[config.mk]
export PLATFORM = sky130hd
export DESIGN_NAME = dtd_decode_timing
export DESIGN_NICKNAME = d
export VERILOG_FILES = /design/src/rtl/dtd_pkg.sv /design/src/rtl/dtd_queue_if.sv /design/src/rtl/dtd_prefetch_queue.sv /design/src/rtl/dtd_decode_timing.sv
export SDC_FILE = /design/constraint.sdc
export NUM_CORES = 1
export LEC_CHECK = 0
export BUFFER_PORTS_ARGS = -buffer_cell sky130_fd_sc_hd__buf_2
export CORE_ASPECT_RATIO = 0.6
export CORE_MARGIN = 2
export CORE_UTILIZATION = 35
export DETAILED_ROUTE_END_ITERATION = 6
export GPL_ROUTABILITY_DRIVEN = 0
export MAX_ROUTING_LAYER = met4
export PLACE_DENSITY_LB_ADDON = 0.12
export SLEW_MARGIN = 20
export SYNTH_ARGS = -nofsm -noshare
export SYNTH_HDL_FRONTEND = slang
export SYNTH_SLANG_ARGS = --single-unit
[constraint.sdc]
create_clock -name clk_i -period 4.35 [get_ports clk_i]
set_input_delay 0.2175 -clock clk_i [delete_from_list [all_inputs] [get_ports clk_i]]
set_output_delay 0.2175 -clock clk_i [all_outputs]
set_load 0.05 [all_outputs]
[src/rtl/dtd_pkg.sv]
// constants, types and opcode timing tables for the data-transfer decoder
package dtd_pkg;

  // opcode bytes
  localparam logic [7:0] OP_SEG_LOAD      = 8'h8e;
  localparam logic [7:0] OP_SEG_STORE     = 8'h8c;
  localparam logic [7:0] OP_FAR_DATA_SEG  = 8'hc5;
  localparam logic [7:0] OP_FAR_EXTRA_SEG = 8'hc4;
  localparam logic [7:0] OP_TABLE_LOOKUP  = 8'hd7;
  localparam logic [7:0] OP_LOAD_EA       = 8'h8d;
  localparam logic [7:0] OP_FLAGS_TO_ACC  = 8'h9f;
  localparam logic [7:0] OP_ACC_TO_FLAGS  = 8'h9e;
  localparam logic [7:0] OP_MOV_TO_RM     = 8'h88;
  localparam logic [7:0] OP_MOV_FROM_RM   = 8'h8a;
  localparam logic [7:0] OP_W_MASK        = 8'hfe;

  // mod/reg/rm byte fields
  localparam int unsigned MOD_HI   = 7;
  localparam int unsigned MOD_LO   = 6;
  localparam int unsigned REG_HI   = 5;
  localparam int unsigned REG_LO   = 3;
  localparam int unsigned RM_HI    = 2;
  localparam int unsigned RM_LO    = 0;
  localparam int unsigned SEG_ZERO = 5;
  localparam int unsigned W_BIT    = 0;
  localparam logic [1:0]  MOD_REG  = 2'h3;

  // minimum clock counts: register form / wide bus / narrow bus
  localparam logic [7:0] CNT_REG_FORM     = 8'h02;
  localparam logic [7:0] CNT_SEG_LOAD_W   = 8'h09;
  localparam logic [7:0] CNT_SEG_LOAD_N   = 8'h0d;
  localparam logic [7:0] CNT_SEG_STORE_W  = 8'h0b;
  localparam logic [7:0] CNT_SEG_STORE_N  = 8'h0f;
  localparam logic [7:0] CNT_FAR_W        = 8'h12;
  localparam logic [7:0] CNT_FAR_N        = 8'h1a;
  localparam logic [7:0] CNT_TABLE_W      = 8'h0b;
  localparam logic [7:0] CNT_TABLE_N      = 8'h0f;
  localparam logic [7:0] CNT_LOAD_EA      = 8'h06;
  localparam logic [7:0] CNT_FLAGS_TO_ACC = 8'h02;
  localparam logic [7:0] CNT_ACC_TO_FLAGS = 8'h03;
  localparam logic [7:0] CNT_MOV_TO_MEM   = 8'h0c;
  localparam logic [7:0] CNT_MOV_FROM_MEM = 8'h09;
  localparam logic [7:0] CNT_WORD_EXTRA   = 8'h04;
  localparam logic [7:0] CNT_MISALIGN     = 8'h04;
  localparam logic [7:0] STEP_OPCODE      = 8'h01;
  localparam logic [7:0] STEP_MODRM       = 8'h02;

  // prefetch queue
  localparam logic [2:0] QDEPTH_WIDE   = 3'h6;
  localparam logic [2:0] QDEPTH_NARROW = 3'h4;
  localparam logic [3:0] PUSH_WIDE     = 4'h2;
  localparam logic [3:0] PUSH_NARROW   = 4'h1;

  typedef enum logic [3:0] {
    CLS_NONE,
    CLS_SEG_LOAD,
    CLS_SEG_STORE,
    CLS_LOAD_FAR_POINTER_DATA_SEG,
    CLS_LOAD_FAR_POINTER_EXTRA_SEG,
    CLS_TABLE_LOOKUP_BYTE,
    CLS_LOAD_EFFECTIVE_ADDRESS,
    CLS_FLAGS_TO_ACC_HIGH,
    CLS_ACC_HIGH_TO_FLAGS,
    CLS_MOV_TO_RM,
    CLS_MOV_FROM_RM
  } dtd_class_e;

  typedef enum logic [1:0] {
    ST_FETCH,
    ST_MODRM,
    ST_EXEC
  } dtd_state_e;

endpackage

[src/rtl/dtd_queue_if.sv]
// link between the prefetch queue and the decoder
`timescale 1ns/1ps
`default_nettype none
interface dtd_queue_if;
  logic [7:0] head_byte;
  logic       head_valid;
  logic [2:0] level;
  logic       pop;
  logic       flush;
  logic       narrow;

  modport queue (
    output head_byte,
    output head_valid,
    output level,
    input  pop,
    input  flush,
    input  narrow
  );

  modport consumer (
    input  head_byte,
    input  head_valid,
    input  level,
    output pop,
    output flush,
    output narrow
  );
endinterface
`default_nettype wire

[src/rtl/dtd_prefetch_queue.sv]
// instruction prefetch queue, six bytes deep, four usable on the narrow bus
`timescale 1ns/1ps
`default_nettype none
module dtd_prefetch_queue
  import dtd_pkg::*;
(
  // clock and reset
  input  wire logic        clk_i,
  input  wire logic        rst_b_i,
  // bus interface unit fill side
  input  wire logic [15:0] fetch_data_i,
  input  wire logic        fetch_valid_i,
  output logic             fetch_ready_o,
  // decoder side
  dtd_queue_if.queue       q
);

  logic [7:0] mem_reg [QDEPTH_WIDE];
  logic [2:0] head_reg;
  logic [2:0] count_reg;

  function automatic logic [2:0] wrap(input logic [3:0] idx);
    wrap = (idx >= {1'b0, QDEPTH_WIDE}) ? 3'(idx - {1'b0, QDEPTH_WIDE}) : idx[2:0];
  endfunction

  wire logic [2:0] limit   = q.narrow ? QDEPTH_NARROW : QDEPTH_WIDE;
  wire logic [3:0] push_n  = q.narrow ? PUSH_NARROW : PUSH_WIDE;
  wire logic       pop_ok  = q.pop && (count_reg != 3'h0);
  wire logic [2:0] tail    = wrap({1'b0, head_reg} + {1'b0, count_reg});
  wire logic [2:0] tail_hi = wrap({1'b0, tail} + 4'h1);
  wire logic       push    = fetch_valid_i && fetch_ready_o;

  // a push needs room for the whole transfer; a flush refetches from the target
  assign fetch_ready_o = !q.flush && (({1'b0, count_reg} + push_n) <= {1'b0, limit});
  assign q.head_byte   = mem_reg[head_reg];
  assign q.head_valid  = (count_reg != 3'h0);
  assign q.level       = count_reg;

  wire logic [3:0] count_next = {1'b0, count_reg} + (push ? push_n : 4'h0)
                                - {3'h0, pop_ok};

  always_ff @(posedge clk_i) begin
    if (push) begin
      mem_reg[tail] <= fetch_data_i[7:0];
    end
    if (push && !q.narrow) begin
      mem_reg[tail_hi] <= fetch_data_i[15:8];
    end
  end

  always_ff @(posedge clk_i or negedge rst_b_i) begin
    if (!rst_b_i) begin
      head_reg  <= 3'h0;
      count_reg <= 3'h0;
    end else if (q.flush) begin
      head_reg  <= 3'h0;
      count_reg <= 3'h0;
    end else begin
      head_reg  <= wrap({1'b0, head_reg} + {3'h0, pop_ok});
      count_reg <= count_next[2:0];
    end
  end
endmodule
`default_nettype wire

[src/rtl/dtd_decode_timing.sv]
// data-transfer opcode decoder and execution timing sequencer
// Operation
// - 8e decodes as segment load, 2/9, 2/13
// - 8c decodes as segment store, 2/11, 2/15
// - c5 far pointer to data segment
// - c4 far pointer to extra segment
// - d7 table lookup byte, 11 or 15
// - 8d load effective address, 6 clocks
// - 9f flags into accumulator high, 2
// - 9e accumulator high into flags, 3
// - narrow bus word moves (88/89, 8a/8b) to or from memory add four
// - memory ops may wait for bus handshake
// - wide variant has six byte queue
// - narrow variant has four byte queue
// - branch target fetch counted after flush; the decoder counts only from the next opcode byte
// - minimum only when queue holds bytes
// - misaligned wide-bus words take extra time
// - sixteen or eight bit bus unit fill
`timescale 1ns/1ps
`default_nettype none
module dtd_decode_timing
  import dtd_pkg::*;
(
  // clock and reset
  input  wire logic        clk_i,
  input  wire logic        rst_b_i,
  // bus interface unit prefetch
  input  wire logic [15:0] fetch_data_i,
  input  wire logic        fetch_valid_i,
  output logic             fetch_ready_o,
  // variant strap pin
  input  wire logic        narrow_bus_i,
  // execution unit
  input  wire logic        flush_i,
  input  wire logic        mem_done_i,
  input  wire logic        ea_odd_i,
  output var dtd_class_e   op_class_o,
  output logic [1:0]       mod_o,
  output logic [2:0]       reg_o,
  output logic [2:0]       rm_o,
  output logic             word_o,
  output logic             mem_req_o,
  output logic             busy_o,
  output logic             stall_o,
  output logic             done_o,
  output logic             invalid_o,
  output logic [7:0]       cycles_o,
  output logic [7:0]       min_cycles_o
);

  dtd_queue_if q ();

  dtd_state_e state_reg;
  dtd_class_e cls_reg;
  logic [7:0] modrm_reg;
  logic       word_reg;
  logic       mem_reg;
  logic       narrow_at_reg;
  logic       mem_seen_reg;
  logic       stall_seen_reg;
  logic       late_reg;
  logic       invalid_reg;
  logic [7:0] rem_reg;
  logic [7:0] el_reg;
  logic [7:0] cycles_reg;
  logic [7:0] min_reg;
  logic       nb_meta_reg;
  logic       nb_sync_reg;

  function automatic dtd_class_e decode_class(input logic [7:0] op);
    if ((op & OP_W_MASK) == OP_MOV_TO_RM) begin
      decode_class = CLS_MOV_TO_RM;
    end else if ((op & OP_W_MASK) == OP_MOV_FROM_RM) begin
      decode_class = CLS_MOV_FROM_RM;
    end else begin
      case (op)
        OP_SEG_LOAD:      decode_class = CLS_SEG_LOAD;
        OP_SEG_STORE:     decode_class = CLS_SEG_STORE;
        OP_FAR_DATA_SEG:  decode_class = CLS_LOAD_FAR_POINTER_DATA_SEG;
        OP_FAR_EXTRA_SEG: decode_class = CLS_LOAD_FAR_POINTER_EXTRA_SEG;
        OP_TABLE_LOOKUP:  decode_class = CLS_TABLE_LOOKUP_BYTE;
        OP_LOAD_EA:       decode_class = CLS_LOAD_EFFECTIVE_ADDRESS;
        OP_FLAGS_TO_ACC:  decode_class = CLS_FLAGS_TO_ACC_HIGH;
        OP_ACC_TO_FLAGS:  decode_class = CLS_ACC_HIGH_TO_FLAGS;
        default:          decode_class = CLS_NONE;
      endcase
    end
  endfunction

  function automatic logic is_word(input dtd_class_e cls, input logic [7:0] op);
    case (cls)
      CLS_MOV_TO_RM, CLS_MOV_FROM_RM:                 is_word = op[W_BIT];
      CLS_TABLE_LOOKUP_BYTE, CLS_FLAGS_TO_ACC_HIGH,
      CLS_ACC_HIGH_TO_FLAGS:                          is_word = 1'b0;
      default:                                        is_word = 1'b1;
    endcase
  endfunction

  function automatic logic [7:0] cost(input dtd_class_e cls, input logic mem,
                                      input logic narrow, input logic word,
                                      input logic odd);
    logic [7:0] base;
    logic       starred;
    base    = CNT_REG_FORM;
    starred = 1'b0;
    case (cls)
      CLS_SEG_LOAD:  base = mem ? (narrow ? CNT_SEG_LOAD_N : CNT_SEG_LOAD_W) : CNT_REG_FORM;
      CLS_SEG_STORE: base = mem ? (narrow ? CNT_SEG_STORE_N : CNT_SEG_STORE_W) : CNT_REG_FORM;
      CLS_LOAD_FAR_POINTER_DATA_SEG,
      CLS_LOAD_FAR_POINTER_EXTRA_SEG: base = narrow ? CNT_FAR_N : CNT_FAR_W;
      CLS_TABLE_LOOKUP_BYTE:      base = narrow ? CNT_TABLE_N : CNT_TABLE_W;
      CLS_LOAD_EFFECTIVE_ADDRESS: base = CNT_LOAD_EA;
      CLS_FLAGS_TO_ACC_HIGH:      base = CNT_FLAGS_TO_ACC;
      CLS_ACC_HIGH_TO_FLAGS:      base = CNT_ACC_TO_FLAGS;
      CLS_MOV_TO_RM: begin
        base    = mem ? CNT_MOV_TO_MEM : CNT_REG_FORM;
        starred = 1'b1;
      end
      CLS_MOV_FROM_RM: begin
        base    = mem ? CNT_MOV_FROM_MEM : CNT_REG_FORM;
        starred = 1'b1;
      end
      default: base = CNT_REG_FORM;
    endcase
    // narrow-bus counts of starred entries are quoted for bytes
    if (starred && narrow && word && mem) begin
      base = 8'(base + CNT_WORD_EXTRA);
    end
    // an odd word needs two bus cycles on the wide bus
    if (!narrow && word && mem && odd) begin
      base = 8'(base + CNT_MISALIGN);
    end
    cost = base;
  endfunction

  // the strap is a pin, so it is synchronised before use
  always_ff @(posedge clk_i or negedge rst_b_i) begin
    if (!rst_b_i) begin
      nb_meta_reg <= 1'b0;
      nb_sync_reg <= 1'b0;
    end else begin
      nb_meta_reg <= narrow_bus_i;
      nb_sync_reg <= nb_meta_reg;
    end
  end

  dtd_prefetch_queue u_queue (
    .clk_i         (clk_i),
    .rst_b_i       (rst_b_i),
    .fetch_data_i  (fetch_data_i),
    .fetch_valid_i (fetch_valid_i),
    .fetch_ready_o (fetch_ready_o),
    .q             (q)
  );

  // decode of the byte at the queue head
  wire dtd_class_e head_cls    = decode_class(q.head_byte);
  wire logic       head_modrm  = !(head_cls == CLS_TABLE_LOOKUP_BYTE
                                   || head_cls == CLS_FLAGS_TO_ACC_HIGH
                                   || head_cls == CLS_ACC_HIGH_TO_FLAGS);
  wire logic       take_op     = (state_reg == ST_FETCH) && q.head_valid && !flush_i;
  wire logic       take_modrm  = (state_reg == ST_MODRM) && q.head_valid && !flush_i;
  wire logic [1:0] head_mod    = q.head_byte[MOD_HI:MOD_LO];
  wire logic       head_mem    = (head_mod != MOD_REG);
  wire logic       far_cls     = (cls_reg == CLS_LOAD_FAR_POINTER_DATA_SEG)
                                 || (cls_reg == CLS_LOAD_FAR_POINTER_EXTRA_SEG);
  wire logic       seg_cls     = (cls_reg == CLS_SEG_LOAD) || (cls_reg == CLS_SEG_STORE);
  wire logic       bad_modrm   = (far_cls && !head_mem)
                                 || (seg_cls && q.head_byte[SEG_ZERO]);
  // effective-address load computes an address but makes no bus access
  wire logic       modrm_mem   = head_mem && (cls_reg != CLS_LOAD_EFFECTIVE_ADDRESS);
  wire logic [7:0] op_cost     = cost(head_cls, 1'b1, nb_sync_reg, 1'b0, 1'b0);
  wire logic [7:0] modrm_cost  = cost(cls_reg, head_mem, nb_sync_reg, word_reg, ea_odd_i);
  wire logic       exec_end    = (state_reg == ST_EXEC) && (rem_reg == 8'h00);
  wire logic       mem_ok      = !mem_reg || mem_seen_reg || mem_done_i;

  assign q.pop    = take_op || take_modrm;
  assign q.flush  = flush_i;
  assign q.narrow = nb_sync_reg;

  assign done_o       = exec_end && mem_ok;
  assign mem_req_o    = (state_reg == ST_EXEC) && mem_reg && !mem_seen_reg;
  assign busy_o       = (state_reg != ST_FETCH);
  assign stall_o      = !q.head_valid && (state_reg != ST_EXEC);
  assign op_class_o   = cls_reg;
  assign mod_o        = modrm_reg[MOD_HI:MOD_LO];
  assign reg_o        = modrm_reg[REG_HI:REG_LO];
  assign rm_o         = modrm_reg[RM_HI:RM_LO];
  assign word_o       = word_reg;
  assign invalid_o    = invalid_reg;
  assign cycles_o     = cycles_reg;
  assign min_cycles_o = min_reg;

  always_ff @(posedge clk_i or negedge rst_b_i) begin
    if (!rst_b_i) begin
      state_reg <= ST_FETCH;
      rem_reg   <= 8'h00;
    end else begin
      case (state_reg)
        ST_FETCH: begin
          if (take_op && head_cls != CLS_NONE && head_modrm) begin
            state_reg <= ST_MODRM;
          end else if (take_op && head_cls != CLS_NONE) begin
            state_reg <= ST_EXEC;
            rem_reg   <= 8'(op_cost - STEP_OPCODE);
          end
        end
        ST_MODRM: begin
          if (flush_i || (take_modrm && bad_modrm)) begin
            state_reg <= ST_FETCH;
          end else if (take_modrm) begin
            state_reg <= ST_EXEC;
            rem_reg   <= 8'(modrm_cost - STEP_MODRM);
          end
        end
        ST_EXEC: begin
          if (rem_reg != 8'h00) begin
            rem_reg <= 8'(rem_reg - STEP_OPCODE);
          end else if (mem_ok) begin
            state_reg <= ST_FETCH;
          end
        end
        default: state_reg <= ST_FETCH;
      endcase
    end
  end

  always_ff @(posedge clk_i or negedge rst_b_i) begin
    if (!rst_b_i) begin
      cls_reg       <= CLS_NONE;
      modrm_reg     <= 8'h00;
      word_reg      <= 1'b0;
      mem_reg       <= 1'b0;
      narrow_at_reg <= 1'b0;
      min_reg       <= 8'h00;
    end else if (take_op) begin
      cls_reg       <= head_cls;
      modrm_reg     <= 8'h00;
      word_reg      <= is_word(head_cls, q.head_byte);
      mem_reg       <= (head_cls == CLS_TABLE_LOOKUP_BYTE);
      narrow_at_reg <= nb_sync_reg;
      min_reg       <= op_cost;
    end else if (take_modrm && !bad_modrm) begin
      modrm_reg     <= q.head_byte;
      mem_reg       <= modrm_mem;
      narrow_at_reg <= nb_sync_reg;
      min_reg       <= modrm_cost;
    end
  end

  // handshake completion may land before the count runs out; keep it
  always_ff @(posedge clk_i or negedge rst_b_i) begin
    if (!rst_b_i) begin
      mem_seen_reg <= 1'b0;
    end else if (state_reg == ST_EXEC && mem_done_i) begin
      mem_seen_reg <= 1'b1;
    end else if (state_reg != ST_EXEC) begin
      mem_seen_reg <= 1'b0;
    end
  end

  // elapsed clocks since the opcode byte was taken
  always_ff @(posedge clk_i or negedge rst_b_i) begin
    if (!rst_b_i) begin
      el_reg         <= 8'h00;
      cycles_reg     <= 8'h00;
      stall_seen_reg <= 1'b0;
      late_reg       <= 1'b0;
      invalid_reg    <= 1'b0;
    end else begin
      invalid_reg <= (take_op && head_cls == CLS_NONE) || (take_modrm && bad_modrm);
      if (take_op) begin
        el_reg         <= STEP_OPCODE;
        stall_seen_reg <= 1'b0;
        late_reg       <= 1'b0;
      end else if (busy_o) begin
        el_reg <= 8'(el_reg + STEP_OPCODE);
      end
      if (state_reg == ST_MODRM && !q.head_valid) begin
        stall_seen_reg <= 1'b1;
      end
      if (exec_end && !mem_ok) begin
        late_reg <= 1'b1;
      end
      if (done_o) begin
        cycles_reg <= el_reg;
      end
    end
  end
endmodule
`default_nettype wire

# [Yosys cells after proc, flatten, opt, wreduce, memory -nomap -nowiden]
# Memories as Yosys holds them, arrays and structs flattened.
# Cells that the tools add are included.
# Widths: inputs -> output; s select.
[word_totals] reg_bits=58 latch_bits=0 ram_bits=48 rom_bits=0 in_bits=23 output_inout_bits=35 wordCells=194 memories=1
[mem_list] name="u_queue.mem_reg" depth=6 width=8 read_ports=1 rd_clocked_by_memory_dff=0 write_ports=2 line="dtd_prefetch_queue.sv:18" text="logic [7:0] mem_reg [QDEPTH_WIDE];"
[op_classes] add_sub_neg=15 n_mul=0 n_div=0 order_cmp=4 eq_ne=43 shift=0 muxes=51 bitwise=0 n_reduce_logical=65
[ops] operator="$mux 8" count=14
[ops] operator="$eq 8x8->1 const B" count=8
[ops] operator="$pmux 8 s8" count=1
[ops] operator="$pmux 5 s7" count=1
[ops] operator="$pmux 4 s8" count=1
[ops] operator="$eq 4x3->1 const B" count=7
[ops] operator="$logic_and 1x1->1" count=28
[ops] operator="$eq 4x4->1 const B" count=6
[ops] operator="$mux 3" count=8
[ops] operator="$mux 4" count=6
[ops] operator="$pmux 8 s3" count=1
[ops] operator="$add 8x3->8 const B" count=2
[ops] operator="$eq 4x2->1 const B" count=4
[ops] operator="$mux 2" count=8
[ops] operator="$ne 2x2->1 const B" count=8
[ops] operator="$sub 8x1->8 const B" count=2
[ops] operator="$eq 7x7->1 const B" count=2
[ops] operator="$ge 4x3->1 const B" count=3
[ops] operator="$logic_or 1x1->1" count=10
[ops] operator="$reduce_or 2->1" count=5
[ops] operator="$mux 1" count=9
[ops] operator="$sub 3x3->3 const B" count=3
[ops] operator="$add 8x1->8 const B" count=1
[ops] operator="$eq 4x1->1 const B" count=2
[ops] operator="other kinds (27)" count=38

# [Longest topological paths before layout]
# Gate-level depths: netlist of the first run.
[logic_depth] depth_word=13 mapped_depth=19

# [Hierarchy]
# Synthesis of the first run repeated with hierarchy kept, for this count alone.
[hier_totals] hier_cells=654 area_unflattened_um2=6722.7
[modules_own_cells] module="dtd_prefetch_queue" instances=1 cells_each=283 area_per_inst_um2=3448.3 seq_area_each_um2=1591.5
[modules_own_cells] module="dtd_decode_timing" instances=1 cells_each=371 area_per_inst_um2=3274.4 seq_area_each_um2=1276.2

# [Least setup slack after synthesis of the first run]
# Ideal clock, no wire load.
[synth_timing] path_kind="flip-flop to flip-flop" from="register u_queue.count_reg[0], in the netlist u_queue.q.level[0]" to="memory u_queue.mem_reg[1][0] (enable)" setup_ns=0.375 arrival_ns=4.140 t_required_ns=3.975 slack_ns=-0.165 path_stages_with_launch=13 n_path_buf=1 period_less_slack_ns=4.515 path_cell_list="dfrtp_1 ha_1 inv_1 fa_1 xor2_1 nor2_1 nor3_1 a211oi_1 nand2_1 nor2_1 and3_1 clkbuf_1 o21bai_1"
[synth_lines] element="start: declaration" line="dtd_prefetch_queue.sv:20" text="logic [2:0] count_reg;"
[synth_lines] element="start signal: assignment" line="dtd_prefetch_queue.sv:60" text="count_reg <= count_next[2:0];"
[synth_lines] element="end: declaration" line="dtd_prefetch_queue.sv:18"

# [Worst setup path after layout of the first run]
[layout_timing] from="register u_queue.head_reg[1]" to="register rem_reg[4]"
[layout_between] elab_chain_len=12 elab_cells_between_ends=63
[layout_rtl] element="start: declaration" line="dtd_prefetch_queue.sv:19" text="logic [2:0] head_reg;"
[layout_rtl] element="start signal: assignment" line="dtd_prefetch_queue.sv:59" text="head_reg <= wrap({1'b0, head_reg} + {3'h0, pop_ok});"
[layout_rtl] element="$mem_v2 6x8 *"
[layout_rtl] element="$ne 2x2->1 or $eq 8x8->1 (tied branches)" line="dtd_decode_timing.sv:164, dtd_decode_timing.sv:76"
[layout_rtl] element="$mux 4, or another cell as far along" line="dtd_decode_timing.sv:120" text="base = mem ? CNT_MOV_FROM_MEM : CNT_REG_FORM;"
[layout_rtl] element="$pmux 8 s8 or $mux 4 (tied branches)" line="dtd_decode_timing.sv:106, dtd_decode_timing.sv:73"
[layout_rtl] element="$add 8x3->8 or $mux 4 (tied branches)" line="dtd_decode_timing.sv:127, dtd_decode_timing.sv:71"
[layout_rtl] element="$mux 8, or another cell as far along" line="dtd_decode_timing.sv:126" text="if (starred && narrow && word && mem) begin"
[layout_rtl] element="$add 8x3->8, or another cell as far along" line="dtd_decode_timing.sv:131" text="base = 8'(base + CNT_MISALIGN);"
[layout_rtl] element="$mux 8, or another cell as far along" line="dtd_decode_timing.sv:130" text="if (!narrow && word && mem && odd) begin"
[layout_rtl] element="$sub 8x2->8, or another cell as far along" line="dtd_decode_timing.sv:213" text="rem_reg <= 8'(modrm_cost - STEP_MODRM);"
[layout_rtl] element="$mux 8, or another cell as far along" line="dtd_decode_timing.sv:211" text="end else if (take_modrm) begin"
[layout_rtl] element="$mux 8, or another cell as far along" line="dtd_decode_timing.sv:209" text="if (flush_i || (take_modrm && bad_modrm)) begin"
[layout_rtl] element="$pmux 8 s3 or $reduce_and 6->1 (tied branches)"
[layout_rtl] element="end signal: assignment" line="dtd_decode_timing.sv:205" text="rem_reg <= 8'(op_cost - STEP_OPCODE);"
[layout_rtl] element="end signal: assignment" line="dtd_decode_timing.sv:213"
[layout_rtl] element="end signal: assignment" line="dtd_decode_timing.sv:218" text="rem_reg <= 8'(rem_reg - STEP_OPCODE);"
[layout_rtl] element="end: declaration" line="dtd_decode_timing.sv:63" text="logic [7:0] rem_reg;"
# Mark *: on every way between the ends. The rest lies on a longest branch, timed or not. The select of a mux whose other input is x is not followed.
# A chain may end at the register's enable or synchronous reset.

==> results of run 1 <==
layer usage:
layer,vias up,track usage,part of all wire
li1,2527,-,-
met1,2621,0.308,0.54
met2,172,0.249,0.38
met3,15,0.0432,0.068
met4,0,0.0390,0.0092
met5,-,-,0
power breakdown:
part,switching (mW),internal [mW]
clock,0.385,0.450
combinational,0.303,0.180
sequential,0.0498,1.11
total,0.739,1.74
placed cells by master, fill, tap and decap left out, drive strengths merged, types with 4 or more instances in the layout:
master	Yosys	routed
a211oi	6	6
a21o	7	7
a21oi	22	22
a22o	4	4
a22oi	5	5
a31oi	6	6
a41o	6	6
and2	9	9
and3	10	10
buf	8	85
clkbuf	18	9
clkinv	3	4
dfrtp	57	57
edfxtp	48	48
ha	18	18
inv	18	20
mux2	55	55
mux2i	15	15
mux4	4	4
nand2	78	78
nand2b	6	6
nand3	25	25
nand4	7	7
nor2	52	52
nor2b	9	9
nor3	11	11
nor4	10	10
o211ai	7	7
o21a	5	5
o21ai	28	28
or2	4	4
or3	7	7
xnor2	8	8
xor2	7	7
layout make-up:
| cell class | count | area share |
|---|---|---|
| well taps | 240 | 0.0395 |
| clock inverters | 7 | 0.0100 |
| repair buffers | 86 | 0.0669 |
| inverters | 21 | 0.0104 |
| clock buffers | 9 | 0.0296 |
| flip-flops and latches | 105 | 0.378 |
| multi-input cells | 487 | 0.466 |
cells by family after synthesis:
group,count (synthesis)
adders and majority gates,21
DFF,105
AOI/OAI and AO/OA,135
buffers and inverters,47
xor gates and xnor gates,15
muxes,74
and+or+nand+nor,241
other,1
worst max-delay path by stage:
stage / from / end / slack [ps] / cells past startpoint
floorplan: u_queue.head_reg[1]$_DFF_PN0_ / rem_reg[6]$_DFFE_PN0P_ / 410 / 18
global placement: u_queue.head_reg[0]$_DFF_PN0_ / rem_reg[4]$_DFFE_PN0P_ / 320 / 13
detailed placement: u_queue.head_reg[0]$_DFF_PN0_ / rem_reg[4]$_DFFE_PN0P_ / 200 / 12
CTS: u_queue.head_reg[0]$_DFF_PN0_ / rem_reg[4]$_DFFE_PN0P_ / 190 / 12
global route: u_queue.head_reg[0]$_DFF_PN0_ / rem_reg[6]$_DFFE_PN0P_ / 30 / 15
finish: u_queue.head_reg[1]$_DFF_PN0_ / rem_reg[4]$_DFFE_PN0P_ / 230 / 13
repair_timing:
action	4_1_cts	5_1_grt
endpoints found under the hold margin	1	0
gates resized for setup	0	1
hold buffers	1	0
endpoints found under the setup margin	0	3
==> metrics.md, run 1 <==
| Metric | Value |
|---|---|
| Synth Area in Compound Gates | `0.156` |
| Most common cell on crit path | `a41o_1` |
| Worst-Margin Slew | `998 ps` |
| Cell variety after synth | `91` |
| Reg-to-Reg Start | `u_queue.head_reg[1]$_DFF_PN0_` |
| Clk Latency, worst-skew pair | `360 ps` |
| Dpl ws | `201 ps` |
| # IOs | `58` |
| R2R setup slack | `230 ps` |
| Die area | `0.0200 mm2` |
| Mapped Cells | `639` |
| Num rows | `38` |
| Nets@finish | `754` |
| Syn_area_per_cell | `10.3 um2` |
| Mux cell area share after synthesis | `0.132` |
| CTS Sinks | `105` |
| WL/cell | `19.3 um` |
| Largest family of logic cells by synthesized area | `simple AND/OR/NAND/NOR gates` |
| Hold Path Class | `in2async` |
| Layout area overhead | `15.0%` |
| Status | `finished, final reports clean` |
| Slowest stage delay, CP | `550 ps` |
| Top_reg_cell synth | `dfrtp_1` |
| CP arrival | `4410 ps` |
| Largest net degree at the start of global routing | `58` |
| Share of the synthesized area in the top cell type | `0.218` |
| Unrepaired setup endpoints after global routing | `false` |
| Drt drc | `0` |
| DR iter-0 viols | `453` |
| Lkg Pwr | `3.13 nW` |
| Dpl cells | `938` |
| DP Area | `0.00728 mm2` |
| Maximum vdd ir drop | `0.000184 V` |
| CTS max path bufs | `2` |
| Max reg flops | `48` |
| Worst hold slack | `3.01 ps` |
| GRT overflow | `0` |
| Final hold viol count | `0` |
| Adder-Cell Fraction of Synth Area | `0.0432` |
| Synth top area cells | `edfxtp_1 22%, dfrtp_1 22%, mux2_2 8.9%, nand2_1 4.4%, ha_1 3.4%` |
| Tmin final | `4120 ps` |
| Setup Viol. Count Final | `0` |
| Fmax | `243 MHz` |
| FF+latch count, synth | `105` |
| Crit-path max FO | `10` |
| Final Cell Area | `0.00760 mm2` |
| Total CTS buffers | `9` |
| Leading area contributor after synthesis | `edfxtp_1` |
| Worst Setup Slack, final | `232 ps` |
| Initial antenna violation count | `0` |
| Mean number of vias per cell | `5.59` |
| Slew headroom | `0.333` |
| Vias in the first global route | `5252` |
| Root Driver | `clkbuf_16` |
| Ys Warns | `0` |
| Final cycle utilization of the critical path | `0.947` |
| Max-Cap Viols | `0` |
| Fillers | `1780` |
| Xor/xnor cell area share of the yosys netlist | `0.0199` |
| CP bufs+invs | `1` |
| Syn Std Cell Area | `0.00661 mm2` |
| Layout Skew | `12.0 ps` |
| CP cell instances | `buf_4 > mux2_4 > mux4_2 > or3_4 > or2_4 > o211ai_4 > a41o_1 > ha_1 > and2_1 > a41o_1 > a21oi_2 > or3b_1 > a21oi_1` |
| CTS tree | `built` |
| Post-synth EDFFs | `48` |
| Final ANT Viol Nets | `0` |
| Core area | `0.0183 mm2` |
| Drt pass-1 iters | `5` |
| Critical Path End Type | `flop` |
| CP top delay family | `simple AND/OR/NAND/NOR gates` |
| R2R depth | `13` |
| Sum Neg Setup Slack | `0 ps` |
| CP Data Required Time | `4640 ps` |
| Critical Path Source Type | `flop` |
| Count of input and output buffers | `56` |
| Net Count, Synth | `683` |
| Multi-input logic area | `0.00354 mm2` |
| Number of non-filler instances in the completed layout | `955` |
| Starting Density | `0.362` |
| Via count | `5335` |
| R2r endpoint | `rem_reg[4]$_DFFE_PN0P_` |
| Wire length of the first global-routing pass | `29800 um` |
| Worst-path clk slew | `80 ps` |
| Total Wirelength | `18400 um` |
| Setup Fix Bufs, Post-CTS | `0` |
| PnR Total Power | `2.48 mW` |
| Die Y | `110 um` |
| Max Slew Vio Count | `0` |
| Most instantiated cells after synthesis | `78 x nand2_1, 57 x dfrtp_1, 52 x mux2_2, 52 x nor2_1, 48 x edfxtp_1` |
| Fin util | `0.416` |
| H-tree depth | `3` |
| Antenna Cells | `0` |
| Die Wd | `181 um` |
| Share of layout cells above drive strength 1 | `0.262` |
| Slowest-stage cell, CP | `dfrtp_1` |
| Sequential cell area | `0.00287 mm2` |
| Total Routing Usage GR | `0.195` |
| Sequential share of the synthesized area | `0.434` |
| Most common cell in the netlist | `nand2_1` |
| Critical path type | `reg2reg` |
| Hpwl dp | `14500 um` |
| Power density over the cells | `326 mW/mm2` |
| Simple-gate area share of the yosys netlist | `0.183` |
| Asr flop ratio synth | `0.543` |
No activity file was read; power rests on OpenSTA's default activity.
==> run 2, diff against run 1 <==
--- a/config.mk
+++ b/config.mk
@@ -5,6 +5,7 @@
 export SDC_FILE = /design/constraint.sdc
 export NUM_CORES = 1
 export LEC_CHECK = 0
+export ABC_AREA = 1
 export BUFFER_PORTS_ARGS = -buffer_cell sky130_fd_sc_hd__buf_2
 export CORE_ASPECT_RATIO = 0.6
 export CORE_MARGIN = 2
==> run 2 against run 1 <==
- register-to-register slack gained 400 ps
- highest routed layer unchanged
- worst setup slack better by 400 ps
- largest cell class unchanged
- worst hold slack got worse by 0.54 ps
- count of clock-buffer cells in the layout is 2 higher
- non-clock buffer count is 17 lower
- first-iteration DRC count is 9.7% higher
- maximum frequency up 11%
- critical path type unchanged
- critical path depth is 2 higher
==> metrics.md, run 2 <==
| Metric | Value |
|---|---|
| Commonest non-fill, non-tap cells in the layout | `282 x nand2_1, 89 x inv_1, 78 x o21ai_0, 64 x nor2_1, 57 x dfrtp_1` |
| Number of non-filler instances in the completed layout | `1157` |
| Total Wirelength | `18000 um` |
| Total Routing Usage GR | `0.197` |
| Critical Path Source Type | `flop` |
| Hold Path Class | `in2async` |
| FF+latch count, synth | `105` |
| CTS tree | `built` |
| Drt drc | `0` |
| CTS Sinks | `105` |
| Antenna Cells | `0` |
| Core area | `0.0182 mm2` |
| Wire length of the first global-routing pass | `29300 um` |
| Critical Path End Type | `flop` |
| Sequential share of the synthesized area | `0.438` |
| # IOs | `58` |
| R2R setup slack | `630 ps` |
| Post-synth EDFFs | `48` |
| Num rows | `38` |
| CP arrival | `3780 ps` |
| Top_reg_cell synth | `dfrtp_1` |
| Lkg Pwr | `3.64 nW` |
| Count of input and output buffers | `56` |
| Starting Density | `0.360` |
| Max Slew Vio Count | `0` |
| H-tree depth | `3` |
| Die area | `0.0199 mm2` |
| Layout area overhead | `13.2%` |
| Share of the synthesized area in the top cell type | `0.220` |
| Share of layout cells above drive strength 1 | `0.149` |
| Syn Std Cell Area | `0.00655 mm2` |
| Final Cell Area | `0.00742 mm2` |
| Die Y | `110 um` |
| Mapped Cells | `855` |
| Leading area contributor after synthesis | `edfxtp_1` |
| Most common cell after layout, fill and taps aside | `nand2_1` |
| Net Count, Synth | `899` |
| Status | `finished, final reports clean` |
| Synth top area cells | `edfxtp_1 22%, dfrtp_1 22%, nand2_1 16%, o21ai_0 6.0%, inv_1 5.1%` |
| Maximum vdd ir drop | `0.000318 V` |
| GRT overflow | `0` |
| Setup Viol. Count Final | `0` |
| Power density over the cells | `664 mW/mm2` |
| Sequential cell area | `0.00287 mm2` |
| Asr flop ratio synth | `0.543` |
| Critical path origin | `u_queue.head_reg[1]$_DFF_PN0_` |
| Worst Setup Slack, final | `630 ps` |
| CTS max path bufs | `2` |
| Multi-input logic area | `0.00314 mm2` |
| Dpl cells | `1140` |
| CP Data Required Time | `4410 ps` |
| Nets@finish | `956` |
| Layout Skew | `11.6 ps` |
| Tmin final | `3720 ps` |
| Mean number of vias per cell | `4.94` |
| Clk Latency, worst-skew pair | `360 ps` |
| Via count | `5716` |
| Worst-Margin Slew | `822 ps` |
| Max reg flops | `48` |
| Max-Cap Viols | `0` |
| Largest net degree at the start of global routing | `58` |
| Ys Warns | `0` |
| Initial antenna violation count | `0` |
| PnR Total Power | `4.93 mW` |
| DR iter-0 viols | `497` |
| Drt pass-1 iters | `5` |
| Die Wd | `181 um` |
| Most common cell in the netlist | `nand2_1` |
| Final ANT Viol Nets | `0` |
| DP Area | `0.00708 mm2` |
| Cell variety after synth | `44` |
| Syn_area_per_cell | `7.66 um2` |
| R2R depth | `15` |
| Worst hold slack | `2.47 ps` |
| Fmax | `269 MHz` |
| Final hold viol count | `0` |
| Hpwl dp | `13900 um` |
| Critical path type | `reg2reg` |
| Fillers | `1885` |
| Fin util | `0.407` |
| Dpl ws | `649 ps` |
| Unrepaired setup endpoints after global routing | `false` |
| Crit-path max FO | `17` |
| Slew headroom | `0.450` |
| Sum Neg Setup Slack | `0 ps` |
| R2r endpoint | `u_queue.mem_reg[4][7]$_DFFE_PP_` |
| Worst-path clk slew | `80 ps` |
| Vias in the first global route | `5279` |
| Reg-to-Reg Start | `u_queue.head_reg[1]$_DFF_PN0_` |
| Total CTS buffers | `9` |
| Final cycle utilization of the critical path | `0.855` |
| Root Driver | `clkbuf_16` |
| Most instantiated cells after synthesis | `282 x nand2_1, 89 x inv_1, 78 x o21ai_0` |
| WL/cell | `15.5 um` |
==> run 2: cell families after synthesis <==
logic type	count (synthesis)	share of synthesized area
AO/OA/AOI/OAI	142	0.120
XOR/XNOR	8	0.0130
buffers and inverters	123	0.0821
other	1	0.000573
adder cells (fa/ha/maj)	21	0.0436
flip-flops	105	0.438
AND/OR/NAND/NOR	455	0.303
==> run 2: power breakdown <==
part	internal (mW)	leakage (nW)	switching, mW
logic	0.706	2.29	1.84
registers	1.33	1.18	0.154
clock network	0.473	0.162	0.418
total	2.51	3.64	2.42
==> run 2: layer usage <==
layer	global-route usage	up-vias	routed length, um
met3	0.0318	15	1270
met2	0.251	188	6470
met5	-	-	0
met4	0.0426	0	186
met1	0.315	2590	10100
li1	-	2923	-
==> run 2: worst max-delay path by stage <==
stage	endpoint	slack, ps
6_report	u_queue.mem_reg[4][7]$_DFFE_PP_	630
4_1_cts	u_queue.mem_reg[0][2]$_DFFE_PP_	630
5_1_grt	u_queue.mem_reg[0][4]$_DFFE_PP_	300
3_5_place_dp	u_queue.mem_reg[0][2]$_DFFE_PP_	650
3_3_place_gp	u_queue.mem_reg[4][2]$_DFFE_PP_	720
2_1_floorplan	u_queue.mem_reg[2][0]$_DFFE_PP_	530
==> run 2: worst max-delay path: stages (launching register included) <==
cell and delay (ps):
dfrtp_1 630, fa_1 550, xnor2_2 170, a31oi_1 230, inv_1 60, o21ai_0 130
inv_1 120, ha_1 230, xnor2_2 210, o21ai_2 90, nand2_1 80, nand2_1 70
nand2_1 170, nand3_2 310, o21ai_0 170, buf_4 200
==> run 2: timing repair <==
action,in CTS,in global routing
endpoints found under the hold margin,1,0
hold buffers,1,0
setup buffers,0,0
gates resized for setup,0,0
==> run 2: area by class of cell <==
type | count | area share
Multi-Input combinational cell | 627 | 0.424
Sequential cell | 105 | 0.387
Timing Repair Buffer | 69 | 0.0530
Inverter | 100 | 0.0520
Tap cell | 240 | 0.0405
Clock buffer | 11 | 0.0371
Clock inverter | 5 | 0.00692
==> run 3, diff against run 2 <==
==> constraint.sdc (replaced) <==
create_clock -name clk_i -period 4.2 [get_ports clk_i]
set_input_delay 0.21 -clock clk_i [delete_from_list [all_inputs] [get_ports clk_i]]
set_output_delay 0.21 -clock clk_i [all_outputs]
set_load 0.05 [all_outputs]
==> run 3 against run 2 <==
- the flow now finishes with violations (negative hold slack)
- global-route usage up 0.23 points
- first-iteration DRC count up 0.80%
- clock skew up 0.61 ps
- critical path type unchanged
- largest power group unchanged
==> metrics.md, run 3 (synthesized netlist as in run 2, its figures left out) <==
| Metric | Value |
|---|---|
| Maximum vdd ir drop | `0.000254 V` |
| Fmax | `276 MHz` |
| Commonest non-fill, non-tap cells in the layout | `282 x nand2_1, 89 x inv_1, 77 x o21ai_0, 64 x nor2_1, 57 x dfrtp_1` |
| Vias in the first global route | `5075` |
| GRT overflow | `0` |
| Starting Density | `0.360` |
| R2R depth | `16` |
| Total CTS buffers | `9` |
| Status | `finished, violations left` |
| Drt pass-1 iters | `7` |
| Layout area overhead | `13.4%` |
| Critical path type | `reg2reg` |
| # IOs | `58` |
| CTS Sinks | `105` |
| Largest net degree at the start of global routing | `58` |
| CTS tree | `built` |
| Failing checks | `negative hold slack` |
| Most common cell after layout, fill and taps aside | `nand2_1` |
| Drt drc | `0` |
| Num rows | `38` |
| Share of layout cells above drive strength 1 | `0.152` |
| H-tree depth | `3` |
| Crit-path max FO | `17` |
| Initial antenna violation count | `0` |
| Sum Neg Setup Slack | `0 ps` |
| Wire length of the first global-routing pass | `29300 um` |
| Root Driver | `clkbuf_16` |
| Critical Path Source Type | `flop` |
| Die Y | `110 um` |
| Final Cell Area | `0.00743 mm2` |
| Critical path origin | `u_queue.q.level[0]$_DFF_PN0_` |
| Die area | `0.0199 mm2` |
| Clk Latency, worst-skew pair | `360 ps` |
| DP Area | `0.00710 mm2` |
| Tmin final | `3620 ps` |
| Total Routing Usage GR | `0.199` |
| Slew headroom | `0.489` |
| Total Wirelength | `18500 um` |
| Critical Path End Type | `flop` |
| Antenna Cells | `0` |
| Setup crit end | `u_queue.mem_reg[4][0]$_DFFE_PP_` |
| Max Slew Vio Count | `0` |
| Core area | `0.0182 mm2` |
| GR Util met2 | `0.244` |
| Setup Viol. Count Final | `0` |
| CTS max path bufs | `2` |
| M3 GR Usage | `0.0364` |
| Dpl cells | `1143` |
| Mean number of vias per cell | `4.96` |
| Power density over the cells | `688 mW/mm2` |
| Unrepaired setup endpoints after global routing | `false` |
| CP Data Required Time | `4260 ps` |
| WL/cell | `16.0 um` |
| Layout Skew | `12.2 ps` |
| Final ANT Viol Nets | `0` |
| Number of non-filler instances in the completed layout | `1160` |
| Hold Path Class | `in2async` |
| R2r endpoint | `u_queue.mem_reg[4][0]$_DFFE_PP_` |
| Lkg Pwr | `3.65 nW` |
| Die Wd | `181 um` |
| Nets@finish | `959` |
| Final hold viol count | `8` |
| R2R setup slack | `580 ps` |
| Via count | `5751` |
| DR iter-0 viols | `501` |
| Dpl ws | `622 ps` |
| Gr busiest metal | `met1` |
| Max-Cap Viols | `0` |
| CP arrival | `3680 ps` |
| Reg-to-Reg Start | `u_queue.q.level[0]$_DFF_PN0_` |
| Worst Setup Slack, final | `581 ps` |
| Worst-Margin Slew | `767 ps` |
| Met1 GRT Util | `0.329` |
| Worst-path clk slew | `80 ps` |
| PnR Total Power | `5.11 mW` |
| Final cycle utilization of the critical path | `0.862` |
| Max reg flops | `48` |
| Hpwl dp | `14300 um` |
| Count of input and output buffers | `56` |
| Worst hold slack | `-4.30 ps` |
-- run 3: critical path, stage by stage (launching register included) --
cell,delay (ps)
dfrtp_1,430
ha_1,240
fa_1,410
xnor2_2,170
a31oi_1,210
inv_1,60
o21ai_0,150
inv_1,130
ha_1,230
xnor2_2,220
o21ai_2,90
nand2_1,80
nand2_1,70
nand2_1,170
nand3_2,290
o21ai_0,180
buf_4,200
-- run 3: metrics by stage --
stage               utilization  hold slack [ps]
finish                    0.408            -4.30
global route              0.408             71.2
CTS                       0.408             26.4
detailed placement        0.390              320
global placement          0.390              322
floorplan                     -            -85.6
-- run 3: final cells by class --
type | count | area [um2]
Fill cell | 1881 | 10800
Tap cell | 240 | 300
Inverter | 100 | 385
Timing Repair Buffer | 72 | 415
Clock inverter | 5 | 37.5
Sequential cell | 105 | 2870
Clock buffer | 11 | 275
Multi-Input combinational cell | 627 | 3140
-- run 3: worst min-delay path by stage --
stage,start,end,depth (start not counted)
after floorplan,rst_b_i,cycles_o[0]$_DFFE_PN0P_,0
final,rst_b_i,min_cycles_o[5]$_DFFE_PN0P_,2
after CTS,rst_b_i,min_cycles_o[5]$_DFFE_PN0P_,2
after global placement,narrow_bus_i,nb_meta_reg$_DFF_PN0_,1
after global routing,rst_b_i,min_cycles_o[5]$_DFFE_PN0P_,2
after detailed placement,narrow_bus_i,nb_meta_reg$_DFF_PN0_,1
-- run 3: metal layers --
metal | routed length, um | vias up
met1 | 10700 | 2637
met4 | 97 | 0
met3 | 1170 | 10
met5 | 0 | -
met2 | 6550 | 173
li1 | - | 2931
-- run 3: where the power goes --
| group | internal, mW | switching, mW |
|---|---|---|
| Sequential | 1.38 | 0.161 |
| Combinational | 0.738 | 1.94 |
| Clock | 0.481 | 0.416 |
-- run 3: timing repair --
| action | 4_1_cts | 5_1_grt |
|---|---|---|
| buffers inserted | 0 | 0 |
| hold endpoints to repair | 1 | 0 |
| hold buffers | 1 | 0 |
| resized for setup | 0 | 0 |
